[config.mk]
export PLATFORM = sky130hd
export DESIGN_NAME = ppm_regs
export DESIGN_NICKNAME = d
export VERILOG_FILES = /design/src/core/ppm_pkg.sv /design/src/core/ppm_msg_if.sv /design/src/core/ppm_msg_issuer.sv /design/src/core/ppm_regs.sv
export SDC_FILE = /design/constraint.sdc
export NUM_CORES = 1
export LEC_CHECK = 0
export BUFFER_PORTS_ARGS = -buffer_cell sky130_fd_sc_hd__clkbuf_2
export CELL_PAD_IN_SITES_DETAIL_PLACEMENT = 1
export CELL_PAD_IN_SITES_GLOBAL_PLACEMENT = 1
export CORE_AREA = 3 3 132 230
export CTS_BUF_LIST = sky130_fd_sc_hd__clkbuf_16
export DETAILED_ROUTE_END_ITERATION = 16
export DIE_AREA = 0 0 135 233
export GPL_TIMING_DRIVEN = 0
export PLACE_DENSITY_LB_ADDON = 0.1
export SLEW_MARGIN = 10
export SYNTH_ARGS = -nofsm -noshare
export SYNTH_HDL_FRONTEND = slang
export SYNTH_HIERARCHICAL = 1
export SYNTH_SLANG_ARGS = --single-unit
[constraint.sdc]
create_clock -name mclk -period 5 [get_ports mclk]
set_clock_uncertainty 0.2 [all_clocks]
set_input_delay 0.25 -clock mclk [delete_from_list [all_inputs] [get_ports mclk]]
set_output_delay 0.25 -clock mclk [all_outputs]
set_load 0.005 [all_outputs]
[src/core/ppm_pkg.sv]
package ppm_pkg;
  // ------------------------------------------------------------
  // Bus and register map
  // ------------------------------------------------------------
  localparam int ADDR_W = 12;
  localparam logic [11:0] OFF_PWRCTL = 12'h0C4;
  localparam logic [11:0] OFF_CAPCTL = 12'h0D0;
  localparam logic [11:0] OFF_LOADDR = 12'h0D4;
  localparam logic [11:0] OFF_UPADDR = 12'h0D8;
  localparam logic [11:0] OFF_MSIDATA = 12'h0DC;
  localparam logic [11:0] OFF_LOCK = 12'h100;
  localparam logic [1:0] RESP_OKAY = 2'h0;
  localparam logic [1:0] RESP_SLVERR = 2'h2;

  // ------------------------------------------------------------
  // Field positions
  // ------------------------------------------------------------
  localparam int PS_LSB = 0;
  localparam int NSR_BIT = 3;
  localparam int WEE_BIT = 8;
  localparam int WES_BIT = 15;
  localparam int CID_LSB = 0;
  localparam int NXT_LSB = 8;
  localparam int MSIEN_BIT = 16;
  localparam int GMC_LSB = 20;
  localparam int WIDE_BIT = 23;
  localparam int ADDR_LSB = 2;
  localparam int LOCK_BIT = 0;

  // ------------------------------------------------------------
  // Encodings and reset values
  // ------------------------------------------------------------
  localparam logic [1:0] PS_D0 = 2'h0;
  localparam logic [1:0] PS_D3HOT = 2'h3;
  localparam logic [1:0] PS_RST = 2'h0;
  localparam logic NSR_RST = 1'b1;
  localparam logic WEE_RST = 1'b0;
  localparam logic WES_RST = 1'b0;
  localparam logic [7:0] CID_VAL = 8'h05;
  localparam logic [7:0] NXT_RST = 8'h00;
  localparam logic MSIEN_RST = 1'b0;
  localparam logic [2:0] GMC_RST = 3'h0;
  localparam logic WIDE_VAL = 1'b1;
  localparam logic [29:0] ADDR_RST = 30'h00000000;
  localparam logic [31:0] UADDR_RST = 32'h00000000;
  localparam logic [15:0] INTERRUPT_MESSAGE_PAYLOAD_RST = 16'h0000;
  localparam logic LOCK_RST = 1'b0;
endpackage : ppm_pkg

[src/core/ppm_msg_if.sv]
`timescale 1ns/1ps
`default_nettype none
interface ppm_msg_if;
  logic fire;
  logic [31:0] lowAddr;
  logic [31:0] upAddr;
  logic [15:0] payload;
  logic wrValid;
  logic wrReady;
  logic wrWide;
  logic [63:0] wrAddr;
  logic [31:0] wrData;
  modport regs (output fire, output lowAddr, output upAddr, output payload, output wrReady,
                input wrValid, input wrWide, input wrAddr, input wrData);
  modport issuer (input fire, input lowAddr, input upAddr, input payload, input wrReady,
                  output wrValid, output wrWide, output wrAddr, output wrData);
endinterface : ppm_msg_if
`default_nettype wire

[src/core/ppm_msg_issuer.sv]
`timescale 1ns/1ps
`default_nettype none
module ppm_msg_issuer (
  input wire logic mclk,
  input wire logic reset_n,
  ppm_msg_if.issuer msg
);
  import ppm_pkg::*;

  logic pending;
  logic next_pending;
  logic valid;
  logic next_valid;
  logic wide;
  logic next_wide;
  logic [63:0] addr;
  logic [63:0] next_addr;
  logic [31:0] data;
  logic [31:0] next_data;
  logic launch;

  // ------------------------------------------------------------
  // Message write request
  // ------------------------------------------------------------
  always_comb begin
    next_pending = pending;
    next_valid = valid;
    next_wide = wide;
    next_addr = addr;
    next_data = data;
    if (valid && msg.wrReady) begin
      next_valid = 1'b0;
    end
    // A trigger while busy is remembered once, not counted
    launch = (msg.fire || pending) && !next_valid;
    if (launch) begin
      next_valid = 1'b1;
      next_pending = 1'b0;
      if (msg.upAddr != 32'h00000000) begin
        next_wide = 1'b1;
        next_addr = {msg.upAddr, msg.lowAddr[31:2], 2'h0};
      end else begin
        next_wide = 1'b0;
        next_addr = {32'h00000000, msg.lowAddr[31:2], 2'h0};
      end
      next_data = {16'h0000, msg.payload};
    end else if (msg.fire) begin
      next_pending = 1'b1;
    end
  end

  always_ff @(posedge mclk) begin
    if (!reset_n) begin
      pending <= 1'b0;
      valid <= 1'b0;
      wide <= 1'b0;
      addr <= 64'h0000000000000000;
      data <= 32'h00000000;
    end else begin
      pending <= next_pending;
      valid <= next_valid;
      wide <= next_wide;
      addr <= next_addr;
      data <= next_data;
    end
  end

  assign msg.wrValid = valid;
  assign msg.wrWide = wide;
  assign msg.wrAddr = addr;
  assign msg.wrData = data;
endmodule : ppm_msg_issuer
`default_nettype wire

[src/core/ppm_regs.sv]
// Decided for this implementation: the AXI4-Lite interface to the registers.
`timescale 1ns/1ps
`default_nettype none
module ppm_regs #(
  parameter bit IS_UPSTREAM = 1'b0
) (
  input wire logic mclk,
  input wire logic reset_n,
  input wire logic hotReset,
  input wire logic [ppm_pkg::ADDR_W-1:0] s_axi_awaddr,
  input wire logic s_axi_awvalid,
  output logic s_axi_awready,
  input wire logic [31:0] s_axi_wdata,
  input wire logic [3:0] s_axi_wstrb,
  input wire logic s_axi_wvalid,
  output logic s_axi_wready,
  output logic [1:0] s_axi_bresp,
  output logic s_axi_bvalid,
  input wire logic s_axi_bready,
  input wire logic [ppm_pkg::ADDR_W-1:0] s_axi_araddr,
  input wire logic s_axi_arvalid,
  output logic s_axi_arready,
  output logic [31:0] s_axi_rdata,
  output logic [1:0] s_axi_rresp,
  output logic s_axi_rvalid,
  input wire logic s_axi_rready,
  input wire logic wakeEventGen,
  input wire logic wakeEventFwd,
  input wire logic msiRequest,
  input wire logic msiWrReady,
  output logic wakeMsgSend,
  output logic [1:0] powerState,
  output logic contextPreserve,
  output logic contextResetPulse,
  output logic msiEnabled,
  output logic msiWrValid,
  output logic msiWrWide,
  output logic [63:0] msiWrAddr,
  output logic [31:0] msiWrData
);
  import ppm_pkg::*;

  // ------------------------------------------------------------
  // Helpers
  // ------------------------------------------------------------
  function automatic logic [31:0] apply_strb(input logic [31:0] old, input logic [31:0] wd,
                                             input logic [3:0] st);
    logic [31:0] res;
    res = old;
    for (int i = 0; i < 4; i++) begin
      if (st[i]) begin
        res[i*8 +: 8] = wd[i*8 +: 8];
      end
    end
    return res;
  endfunction : apply_strb

  // ------------------------------------------------------------
  // State
  // ------------------------------------------------------------
  logic [1:0] ps, next_ps;
  logic nsr, next_nsr;
  logic wee, next_wee;
  logic wes, next_wes;
  logic [7:0] nxt, next_nxt;
  logic msiEn, next_msiEn;
  logic [2:0] gmc, next_gmc;
  logic [29:0] loAddr, next_loAddr;
  logic [31:0] upAddr, next_upAddr;
  logic [15:0] interrupt_message_payload, next_interrupt_message_payload;
  logic lockOpen, next_lockOpen;
  logic ctxRst, next_ctxRst;
  logic wakeSend, next_wakeSend;

  logic awReady, next_awReady;
  logic wReady, next_wReady;
  logic awGot, next_awGot;
  logic wGot, next_wGot;
  logic [ADDR_W-1:0] wAddr, next_wAddr;
  logic [31:0] wData, next_wData;
  logic [3:0] wStrb, next_wStrb;
  logic bValid, next_bValid;
  logic [1:0] bResp, next_bResp;
  logic arReady, next_arReady;
  logic rValid, next_rValid;
  logic [31:0] rData, next_rData;
  logic [1:0] rResp, next_rResp;

  logic [31:0] pwrWord;
  logic [31:0] capWord;
  logic [31:0] rdWord;
  logic rdHit;
  logic [31:0] curWord;
  logic [31:0] mrg;
  logic doWrite;

  ppm_msg_if msg ();

  // ------------------------------------------------------------
  // Register images
  // ------------------------------------------------------------
  always_comb begin
    pwrWord = 32'h00000000;
    pwrWord[PS_LSB +: 2] = ps;
    pwrWord[NSR_BIT] = nsr;
    pwrWord[WEE_BIT] = wee;
    pwrWord[WES_BIT] = wes;
    capWord = 32'h00000000;
    capWord[CID_LSB +: 8] = CID_VAL;
    capWord[NXT_LSB +: 8] = nxt;
    capWord[MSIEN_BIT] = msiEn;
    capWord[GMC_LSB +: 3] = gmc;
    capWord[WIDE_BIT] = WIDE_VAL;
  end

  // ------------------------------------------------------------
  // Read decode
  // ------------------------------------------------------------
  always_comb begin
    rdWord = 32'h00000000;
    rdHit = 1'b1;
    if (s_axi_araddr == OFF_PWRCTL) begin
      rdWord = pwrWord;
    end else if (s_axi_araddr == OFF_CAPCTL) begin
      rdWord = capWord;
    end else if (s_axi_araddr == OFF_LOADDR) begin
      rdWord = {loAddr, 2'h0};
    end else if (s_axi_araddr == OFF_UPADDR) begin
      rdWord = upAddr;
    end else if (s_axi_araddr == OFF_MSIDATA) begin
      rdWord = {16'h0000, interrupt_message_payload};
    end else if (s_axi_araddr == OFF_LOCK) begin
      rdWord = {31'h00000000, lockOpen};
    end else begin
      rdHit = 1'b0;
    end
  end

  // Current image of the addressed write target, so byte strobes merge cleanly
  always_comb begin
    curWord = 32'h00000000;
    if (wAddr == OFF_PWRCTL) begin
      curWord = pwrWord;
    end else if (wAddr == OFF_CAPCTL) begin
      curWord = capWord;
    end else if (wAddr == OFF_LOADDR) begin
      curWord = {loAddr, 2'h0};
    end else if (wAddr == OFF_UPADDR) begin
      curWord = upAddr;
    end else if (wAddr == OFF_MSIDATA) begin
      curWord = {16'h0000, interrupt_message_payload};
    end else if (wAddr == OFF_LOCK) begin
      curWord = {31'h00000000, lockOpen};
    end
    mrg = apply_strb(curWord, wData, wStrb);
  end

  // ------------------------------------------------------------
  // Bus handshakes
  // ------------------------------------------------------------
  always_comb begin
    next_awReady = awReady;
    next_wReady = wReady;
    next_awGot = awGot;
    next_wGot = wGot;
    next_wAddr = wAddr;
    next_wData = wData;
    next_wStrb = wStrb;
    next_bValid = bValid;
    next_bResp = bResp;
    next_arReady = arReady;
    next_rValid = rValid;
    next_rData = rData;
    next_rResp = rResp;
    doWrite = awGot && wGot && !bValid;
    if (s_axi_awvalid && awReady) begin
      next_awGot = 1'b1;
      next_awReady = 1'b0;
      next_wAddr = s_axi_awaddr;
    end
    if (s_axi_wvalid && wReady) begin
      next_wGot = 1'b1;
      next_wReady = 1'b0;
      next_wData = s_axi_wdata;
      next_wStrb = s_axi_wstrb;
    end
    if (doWrite) begin
      next_awGot = 1'b0;
      next_wGot = 1'b0;
      next_bValid = 1'b1;
      if (wAddr == OFF_PWRCTL || wAddr == OFF_CAPCTL || wAddr == OFF_LOADDR ||
          wAddr == OFF_UPADDR || wAddr == OFF_MSIDATA || wAddr == OFF_LOCK) begin
        next_bResp = RESP_OKAY;
      end else begin
        next_bResp = RESP_SLVERR;
      end
    end
    if (bValid && s_axi_bready) begin
      next_bValid = 1'b0;
      next_awReady = 1'b1;
      next_wReady = 1'b1;
    end
    if (s_axi_arvalid && arReady) begin
      next_arReady = 1'b0;
      next_rValid = 1'b1;
      next_rData = rdWord;
      next_rResp = rdHit ? RESP_OKAY : RESP_SLVERR;
    end
    if (rValid && s_axi_rready) begin
      next_rValid = 1'b0;
      next_arReady = 1'b1;
    end
  end

  // ------------------------------------------------------------
  // Register fields
  // ------------------------------------------------------------
  always_comb begin
    next_ps = ps;
    next_nsr = nsr;
    next_wee = wee;
    next_wes = wes;
    next_nxt = nxt;
    next_msiEn = msiEn;
    next_gmc = gmc;
    next_loAddr = loAddr;
    next_upAddr = upAddr;
    next_interrupt_message_payload = interrupt_message_payload;
    next_lockOpen = lockOpen;
    next_ctxRst = 1'b0;
    if (doWrite) begin
      if (wAddr == OFF_PWRCTL) begin
        if (mrg[PS_LSB +: 2] == PS_D0 || mrg[PS_LSB +: 2] == PS_D3HOT) begin
          next_ps = mrg[PS_LSB +: 2];
          // Leaving D3hot without context preservation drops the message interrupt setup
          if (ps == PS_D3HOT && mrg[PS_LSB +: 2] == PS_D0 && !nsr) begin
            next_ctxRst = 1'b1;
          end
        end
        if (lockOpen) begin
          next_nsr = mrg[NSR_BIT];
        end
        next_wee = mrg[WEE_BIT];
        if (wStrb[1] && wData[WES_BIT]) begin
          next_wes = 1'b0;
        end
      end else if (wAddr == OFF_CAPCTL) begin
        if (lockOpen) begin
          next_nxt = mrg[NXT_LSB +: 8];
        end
        next_msiEn = mrg[MSIEN_BIT];
        next_gmc = mrg[GMC_LSB +: 3];
      end else if (wAddr == OFF_LOADDR) begin
        next_loAddr = mrg[31:ADDR_LSB];
      end else if (wAddr == OFF_UPADDR) begin
        next_upAddr = mrg;
      end else if (wAddr == OFF_MSIDATA) begin
        next_interrupt_message_payload = mrg[15:0];
      end else if (wAddr == OFF_LOCK) begin
        next_lockOpen = mrg[LOCK_BIT];
      end
    end
    // Set after clear: an event in the clearing cycle is kept
    if (wakeEventGen && !IS_UPSTREAM) begin
      next_wes = 1'b1;
    end
    if (next_ctxRst) begin
      next_msiEn = MSIEN_RST;
      next_gmc = GMC_RST;
      next_loAddr = ADDR_RST;
      next_upAddr = UADDR_RST;
      next_interrupt_message_payload = INTERRUPT_MESSAGE_PAYLOAD_RST;
    end
    // Hot reset spares the sticky wake bits
    if (hotReset) begin
      next_ps = PS_RST;
      next_nsr = NSR_RST;
      next_nxt = NXT_RST;
      next_msiEn = MSIEN_RST;
      next_gmc = GMC_RST;
      next_loAddr = ADDR_RST;
      next_upAddr = UADDR_RST;
      next_interrupt_message_payload = INTERRUPT_MESSAGE_PAYLOAD_RST;
      next_lockOpen = LOCK_RST;
      next_ctxRst = 1'b0;
    end
    next_wakeSend = (wakeEventGen && wee && !IS_UPSTREAM) || wakeEventFwd;
  end

  always_ff @(posedge mclk) begin
    if (!reset_n) begin
      ps <= PS_RST;
      nsr <= NSR_RST;
      wee <= WEE_RST;
      wes <= WES_RST;
      nxt <= NXT_RST;
      msiEn <= MSIEN_RST;
      gmc <= GMC_RST;
      loAddr <= ADDR_RST;
      upAddr <= UADDR_RST;
      interrupt_message_payload <= INTERRUPT_MESSAGE_PAYLOAD_RST;
      lockOpen <= LOCK_RST;
      ctxRst <= 1'b0;
      wakeSend <= 1'b0;
      awReady <= 1'b1;
      wReady <= 1'b1;
      awGot <= 1'b0;
      wGot <= 1'b0;
      wAddr <= 12'h000;
      wData <= 32'h00000000;
      wStrb <= 4'h0;
      bValid <= 1'b0;
      bResp <= RESP_OKAY;
      arReady <= 1'b1;
      rValid <= 1'b0;
      rData <= 32'h00000000;
      rResp <= RESP_OKAY;
    end else begin
      ps <= next_ps;
      nsr <= next_nsr;
      wee <= next_wee;
      wes <= next_wes;
      nxt <= next_nxt;
      msiEn <= next_msiEn;
      gmc <= next_gmc;
      loAddr <= next_loAddr;
      upAddr <= next_upAddr;
      interrupt_message_payload <= next_interrupt_message_payload;
      lockOpen <= next_lockOpen;
      ctxRst <= next_ctxRst;
      wakeSend <= next_wakeSend;
      awReady <= next_awReady;
      wReady <= next_wReady;
      awGot <= next_awGot;
      wGot <= next_wGot;
      wAddr <= next_wAddr;
      wData <= next_wData;
      wStrb <= next_wStrb;
      bValid <= next_bValid;
      bResp <= next_bResp;
      arReady <= next_arReady;
      rValid <= next_rValid;
      rData <= next_rData;
      rResp <= next_rResp;
    end
  end

  // ------------------------------------------------------------
  // Message interrupt issue
  // ------------------------------------------------------------
  // Only one vector exists, so the granted count never alters the payload
  assign msg.fire = msiRequest && msiEn;
  assign msg.lowAddr = {loAddr, 2'h0};
  assign msg.upAddr = upAddr;
  assign msg.payload = interrupt_message_payload;
  assign msg.wrReady = msiWrReady;

  ppm_msg_issuer u_issuer (
    .mclk(mclk),
    .reset_n(reset_n),
    .msg(msg)
  );

  assign s_axi_awready = awReady;
  assign s_axi_wready = wReady;
  assign s_axi_bvalid = bValid;
  assign s_axi_bresp = bResp;
  assign s_axi_arready = arReady;
  assign s_axi_rvalid = rValid;
  assign s_axi_rdata = rData;
  assign s_axi_rresp = rResp;
  assign wakeMsgSend = wakeSend;
  assign powerState = ps;
  assign contextPreserve = nsr;
  assign contextResetPulse = ctxRst;
  assign msiEnabled = msiEn;
  assign msiWrValid = msg.wrValid;
  assign msiWrWide = msg.wrWide;
  assign msiWrAddr = msg.wrAddr;
  assign msiWrData = msg.wrData;
endmodule : ppm_regs
`default_nettype wire

Yosys cells after proc, flatten, opt, wreduce, memory -nomap -nowiden --
Cells that the tools add are included.
Storage, ports and cells: memory bits (writable) 0, output and inout bits 145, input bits 72, flip-flop bits (word level) 272, memories 0, bits in latches 0, ROM bits 0
Cells by class: reductions and logical operators 46, equality and inequality tests 14, mux-type cells 36, multiply operators 0, shifts and indexed selects 0, add/sub/neg operators 0, order comparisons 0, bitwise logic cells 6, div/mod/pow operators 0
Operator list (count):
- $mux 32 | 8
- $eq 12x8->1 const B | 10
- $mux 64 | 1
- $mux 16 | 2
- $mux 8 | 4
- $reduce_bool 32->1 | 1
- $eq 12x9->1 const B | 2
- $mux 1 | 19
- $logic_and 1x1->1 | 14
- $reduce_and 3->1 | 4
- $reduce_or 2->1 | 5
- $logic_or 1x1->1 | 8
- $reduce_and 4->1 | 2
- $reduce_and 7->1 | 1
- $not 1->1 | 6
- $reduce_and 6->1 | 1
- $reduce_bool 2->1 | 3
- $reduce_and 5->1 | 1
- $eq 2x2->1 const B | 2
- $mux 2 | 2
- $logic_not 1->1 | 3
- $reduce_or 3->1 | 1
- $logic_not 2->1 | 1
- $reduce_and 2->1 | 1

Depth between registers and ports, before layout --
depth after elaboration 16, depth in mapped cells 15, mapped depth without buffers 11

Hierarchy --
The synthesis kept the hierarchy.
By module, submodules not included:
- ppm_regs | cells each 1022, area an instance 8546.9 um^2, instances 1
- ppm_msg_issuer | cells each 396, area an instance 3494.6 um^2, instances 1

Least setup slack after synthesis --
No wires, ideal clock.
kind reg2reg, start point reg wAddr[10], end point reg gmc[0], stages on the path, launching flop included 13, data arrival time 3337 ps, slack 1329 ps, data required time 4666 ps, buffers on the path 1, path through dfxtp_1 or4_4 nor4b_4 a21oi_1 o211ai_1 and3_1 ha_1 nor4bb_1 nand2_1 o41a_1 clkbuf_1 nand3_1 o21ai_0
On the way: word-level cells in the longest chain between the ends 16, elaborated cells on any way between the ends 26, those cells by class eq/ne: 7; mux: 12; bitwise: 1; reduce/logical: 6
Ends and longest elaborated chain:
- from (decl) | RTL line ppm_regs.sv:79 | logic [ADDR_W-1:0] wAddr, next_wAddr;
- from (signal assigned) | RTL line ppm_regs.sv:336 | wAddr <= next_wAddr;
- $eq 12x9->1 | RTL line ppm_regs.sv:152 | end else if (wAddr == OFF_LOCK) begin
- $mux 1 | RTL line ppm_regs.sv:152
- $mux 16 | RTL line ppm_regs.sv:150 | end else if (wAddr == OFF_MSIDATA) begin
- $mux 32 | RTL line ppm_regs.sv:148 | end else if (wAddr == OFF_UPADDR) begin
- $mux 32 | RTL line ppm_regs.sv:146 | end else if (wAddr == OFF_LOADDR) begin
- $mux 32 | RTL line ppm_regs.sv:144 | end else if (wAddr == OFF_CAPCTL) begin
- $mux 32 | RTL line ppm_regs.sv:142 | if (wAddr == OFF_PWRCTL) begin
- $mux 8 | RTL line ppm_regs.sv:51 | if (st[i]) begin
- $logic_not 2->1 | RTL line ppm_regs.sv:233, ppm_regs.sv:236
- $logic_and 1x1->1 (2 in series) | RTL line ppm_regs.sv:236 | if (ps == PS_D3HOT && mrg[PS_LSB +: 2] == PS_D0 && !nsr) begin
- $mux 1 | RTL line ppm_regs.sv:236
- $mux 1 | RTL line ppm_regs.sv:233 | if (mrg[PS_LSB +: 2] == PS_D0 || mrg[PS_LSB +: 2] == PS_D3HOT) begin
- $mux 1 | RTL line ppm_regs.sv:232 | if (wAddr == OFF_PWRCTL) begin
- $mux 1 | RTL line ppm_regs.sv:231 | if (doWrite) begin
- $reduce_or 3->1 (no line)
- to (signal assigned) | RTL line ppm_regs.sv:325 | gmc <= next_gmc;
- to (decl) | RTL line ppm_regs.sv:67 | logic [2:0] gmc, next_gmc;
Several ways; a longest one is shown, not always the timed one. A chain may end at the register's enable or synchronous reset.

Worst setup path after layout --
start point reg wAddr[3], end point reg msiEn (netlist: msiEnabled)
On the way: word-level cells in the longest chain between the ends 16, elaborated cells on any way between the ends 26, those cells by class eq/ne: 7; mux: 12; bitwise: 1; reduce/logical: 6
Ends and longest elaborated chain:
- $eq 12x9->1 | RTL line ppm_regs.sv:152
- $mux 1 | RTL line ppm_regs.sv:152
- $mux 16 | RTL line ppm_regs.sv:150
- $mux 32 | RTL line ppm_regs.sv:148
- $mux 32 | RTL line ppm_regs.sv:146
- $mux 32 | RTL line ppm_regs.sv:144
- $mux 32 | RTL line ppm_regs.sv:142
- $mux 8 | RTL line ppm_regs.sv:51
- $logic_not 2->1 | RTL line ppm_regs.sv:233, ppm_regs.sv:236
- $logic_and 1x1->1 (2 in series) | RTL line ppm_regs.sv:236
- $mux 1 | RTL line ppm_regs.sv:236
- $mux 1 | RTL line ppm_regs.sv:233
- $mux 1 | RTL line ppm_regs.sv:232
- $mux 1 | RTL line ppm_regs.sv:231
- $reduce_or 3->1 (no line)
- to (signal assigned) | RTL line ppm_regs.sv:324 | msiEn <= next_msiEn;
- to (decl) | RTL line ppm_regs.sv:66 | logic msiEn, next_msiEn;
Several ways; a longest one is shown, not always the timed one.

==> results.cfg <==
[power]
powerDensity_nw_per_um2 = 298.8
internal_power_w = 0.003378
clkPwrFrac_pct = 43.4
p_switching_w = 0.001101
ir_drop_mv = 0.2492
p_sw_share_pct = 24.58
p_seq_share_pct = 48.9
pwr-share-comb_pct = 7.7
p_leak_nw = 5.539

[sta]
max_slew_margin_pct = 44.84
timing_worst_slew_pin_value_ps = 825.2
max_freq_ghz = 0.2059
rsz0062_at_grt = no
finalCriticalPeriod_ps = 4857
setup_viol = 0
tns_ps = 0
fin_crit_sh_pct = 97.14
slew_violations = 0
hold_viol = 0

[cts]
cts_root_buf = clkbuf_16
clock_sinks = 268
h-tree-depth = 1
cts_tree = done
clock_latency_ps = 550
cts_buffer_depth = 3
cts.clk_slew.worst_paths_ps = 70
cts_buffers = 26
post_cts_buffers = 0

[status]
status = finished clean

[synth]
seq_area_frac_synth_pct = 44.56
avgSynthCellArea_um2 = 8.492
yosys_warnings = 6
synth_area_leaders = dfxtp_1 45%, o21ai_0 6.4%, nand2_1 5.4%, a21boi_0 4.7%, nand3_1 4.1%
synth_area_um2 = 12040
ys_types = 84
synth_top_area_cell = dfxtp_1
synth_edf_count = 0
synth_top_area_share_pct = 44.56
syn_inst = 1418
ys_seq_elements = 268
synth-main-ff-cell = dfxtp_1
async_reset_ff_share_pct = 0

[worst_setup_path]
worst-path-max-fanout = 10
cp_cell_sequence = buf_2 -> buf_2 -> nor2_1 -> clkbuf_1 -> nand4_1 -> o22ai_1 -> o211ai_1 -> and3_1 -> ha_1 -> nor4bb_1 -> nand2_1 -> o41a_1 -> clkbuf_1 -> nand3_1 -> o21ai_0
cpLargestDelayFamily = simple AND/OR/NAND/NOR gates
r2r_slack_ps = 140
critical_path_class = reg -> reg
cp_data_required_time_ps = 5210
worstPathArrival_ps = 5070
crit_slowest_cell = o41a_1
startpoint_type = register
max_stage_delay_ps = 530
endpoint_kind = register
critPathBufInv = 4

[layout]
postLayoutCoreUtil_pct = 52.36
nets = 1794
drive_gt1_share_pct = 20.14
syn_to_final_growth_pct = 24.48
mostFrequentLayoutCell = dfxtp_1
antenna_cells = 0
layout_common_cells = 268 x dfxtp_1, 203 x clkbuf_2, 172 x nand2_1

[min_path]
min_path_type = in -> reg

[grt]
grt_max_degree = 15
grt_pass1_vias = 12680
grt-ovfl-total = 0
antenna_found_initial = 0
track_usage_pct = 31.06
grt_pass1_wl_um = 74780

[drt]
routed_wl_um = 49780
wl_met2_um = 26070
met3_length_um = 2271
drcViolationCount = 0
top_layer_used = met4
drt_iter0_markers = 816
wl_met1_um = 18540
dr_total_vias = 12080
drt-pass1-iter-count = 5
ant_nets = 0
via_per_inst = 5.710
wl_per_cell_um = 23.53

[die]
core_area_um2 = 28630
die_x_um = 135
rows = 82
initial_core_util_pct = 42.07
io_pins = 217
dieArea_um2 = 31460
fp.dieH_um = 233

[placement]
io_buffers = 195
hpwl_um = 38320
place_congestion = 0.9589

[job]
drv_cap = 0
==> worst paths after layout <==
path              startpoint         endpoint  cells after the start
max                 wAddr[3]       msiEnabled                     15
min          s_axi_araddr[5]   s_axi_rdata[3]                      6
max reg2reg         wAddr[3]       msiEnabled                     15
min reg2reg  s_axi_rdata[12]  s_axi_rdata[12]                      2
==> power groups by stage <==
| stage | registers [W] | logic, W | clock network [W] |
|---|---|---|---|
| 6_report | 0.00219 | 0.000346 | 0.00194 |
| 5_1_grt | 0.00219 | 0.000374 | 0.00205 |
| 4_1_cts | 0.00219 | 0.000340 | 0.00196 |
| 3_5_place_dp | 0.00224 | 0.000301 | 0 |
| 3_3_place_gp | 0.00224 | 0.000295 | 0 |
| 2_1_floorplan | 0.00223 | 0.000179 | 0 |
==> sequential cells by signal, indices dropped and copies added (netlist names), 2 cells and up <==
name and cells:
gmc 3, interrupt_message_payload 16, loAddr 30, msg.upAddr 32, nxt 8, powerState 2
s_axi_rdata 32, u_issuer/msg.wrAddr 62, u_issuer/msg.wrData 16, wAddr 12, wData 32, wStrb 4
==> through the flow <==
| step | worst slack, ps | total power [W] | instance area [um2] | hold slack [ps] | instances |
|---|---|---|---|---|---|
| floorplan | 1329 | 0.002409 | 12110 | 150.4 | 1436 |
| global placement | 349.0 | 0.002532 | 13560 | 235.0 | 2009 |
| CTS | 243.5 | 0.004493 | 14990 | 66.56 | 2116 |
| detailed placement | 266.5 | 0.002540 | 13560 | 241.8 | 2009 |
| global route | 7.476 | 0.004613 | 14990 | 130.1 | 2116 |
| finish | 142.8 | 0.004479 | 14990 | 84.40 | 2116 |
==> synth_stat cells (3+ instances only) <==
master,count
nor3_1,11
a21oi_1,97
nor2_1,99
and2_1,10
and3_1,4
buf_1,6
a31oi_1,16
clkbuf_2,7
buf_6,9
nor4_1,14
mux2_2,4
nand2_1,172
nand4_1,8
nor3b_1,7
o21ai_0,154
nor3_2,8
a221oi_1,9
a21o_1,3
nor2b_1,9
mux4_2,7
buf_4,29
o211ai_1,7
a222oi_1,4
dfxtp_1,268
clkbuf_1,59
nand3_1,98
o31ai_1,8
mux2i_1,22
inv_1,12
nand2b_1,17
o22ai_1,7
a21boi_1,10
a211oi_1,35
a2bb2oi_1,5
nor4_4,3
nor4b_1,5
a21boi_0,76
buf_2,24
a22oi_1,16
==> cell type report <==
class                      count  area (um2)
sequential                   268        5365
inverter                      13       48.80
clock inverter                18       127.6
clock buffer                  27       675.6
fill                        3476       13640
timing repair buffer         257        1597
multi-input combinational   1018        5939
tap                          378       473.0
buffer                       137       763.2
==> worst reg2reg max path, stage by stage (launching register included) <==
cell	delay (ps)
dfxtp_1	290
buf_2	230
buf_2	280
nor2_1	160
clkbuf_1	500
nand4_1	290
o22ai_1	250
o211ai_1	220
and3_1	260
ha_1	330
nor4bb_1	500
nand2_1	110
o41a_1	530
clkbuf_1	330
nand3_1	170
o21ai_0	90
==> kinds of logic after synthesis <==
logic type	count (synthesis)	synth area share [%]
buffers and inverters	150	6.733
flip-flops	268	44.56
AO/OA/AOI/OAI	468	24.25
multiplexers	33	3.512
adder cells (fa/ha/maj)	1	0.1039
AND/OR/NAND/NOR	494	20.64
XOR/XNOR	2	0.1455
other	2	0.06237
==> per-layer routing <==
| metal | global-route usage [%] | up-vias |
|---|---|---|
| met2 | 57.63 | 415 |
| met1 | 34.33 | 5887 |
| met4 | 16.49 | 0 |
| li1 | - | 5651 |
| met5 | 0 | - |
| met3 | 3.245 | 130 |
==> repair_timing <==
action	in CTS	in global routing
resized for setup	0	2
setup endpoints to repair	0	8
hold buffers	62	0
hold endpoints to repair	62	0
No activity file was read; power rests on OpenSTA's default activity.
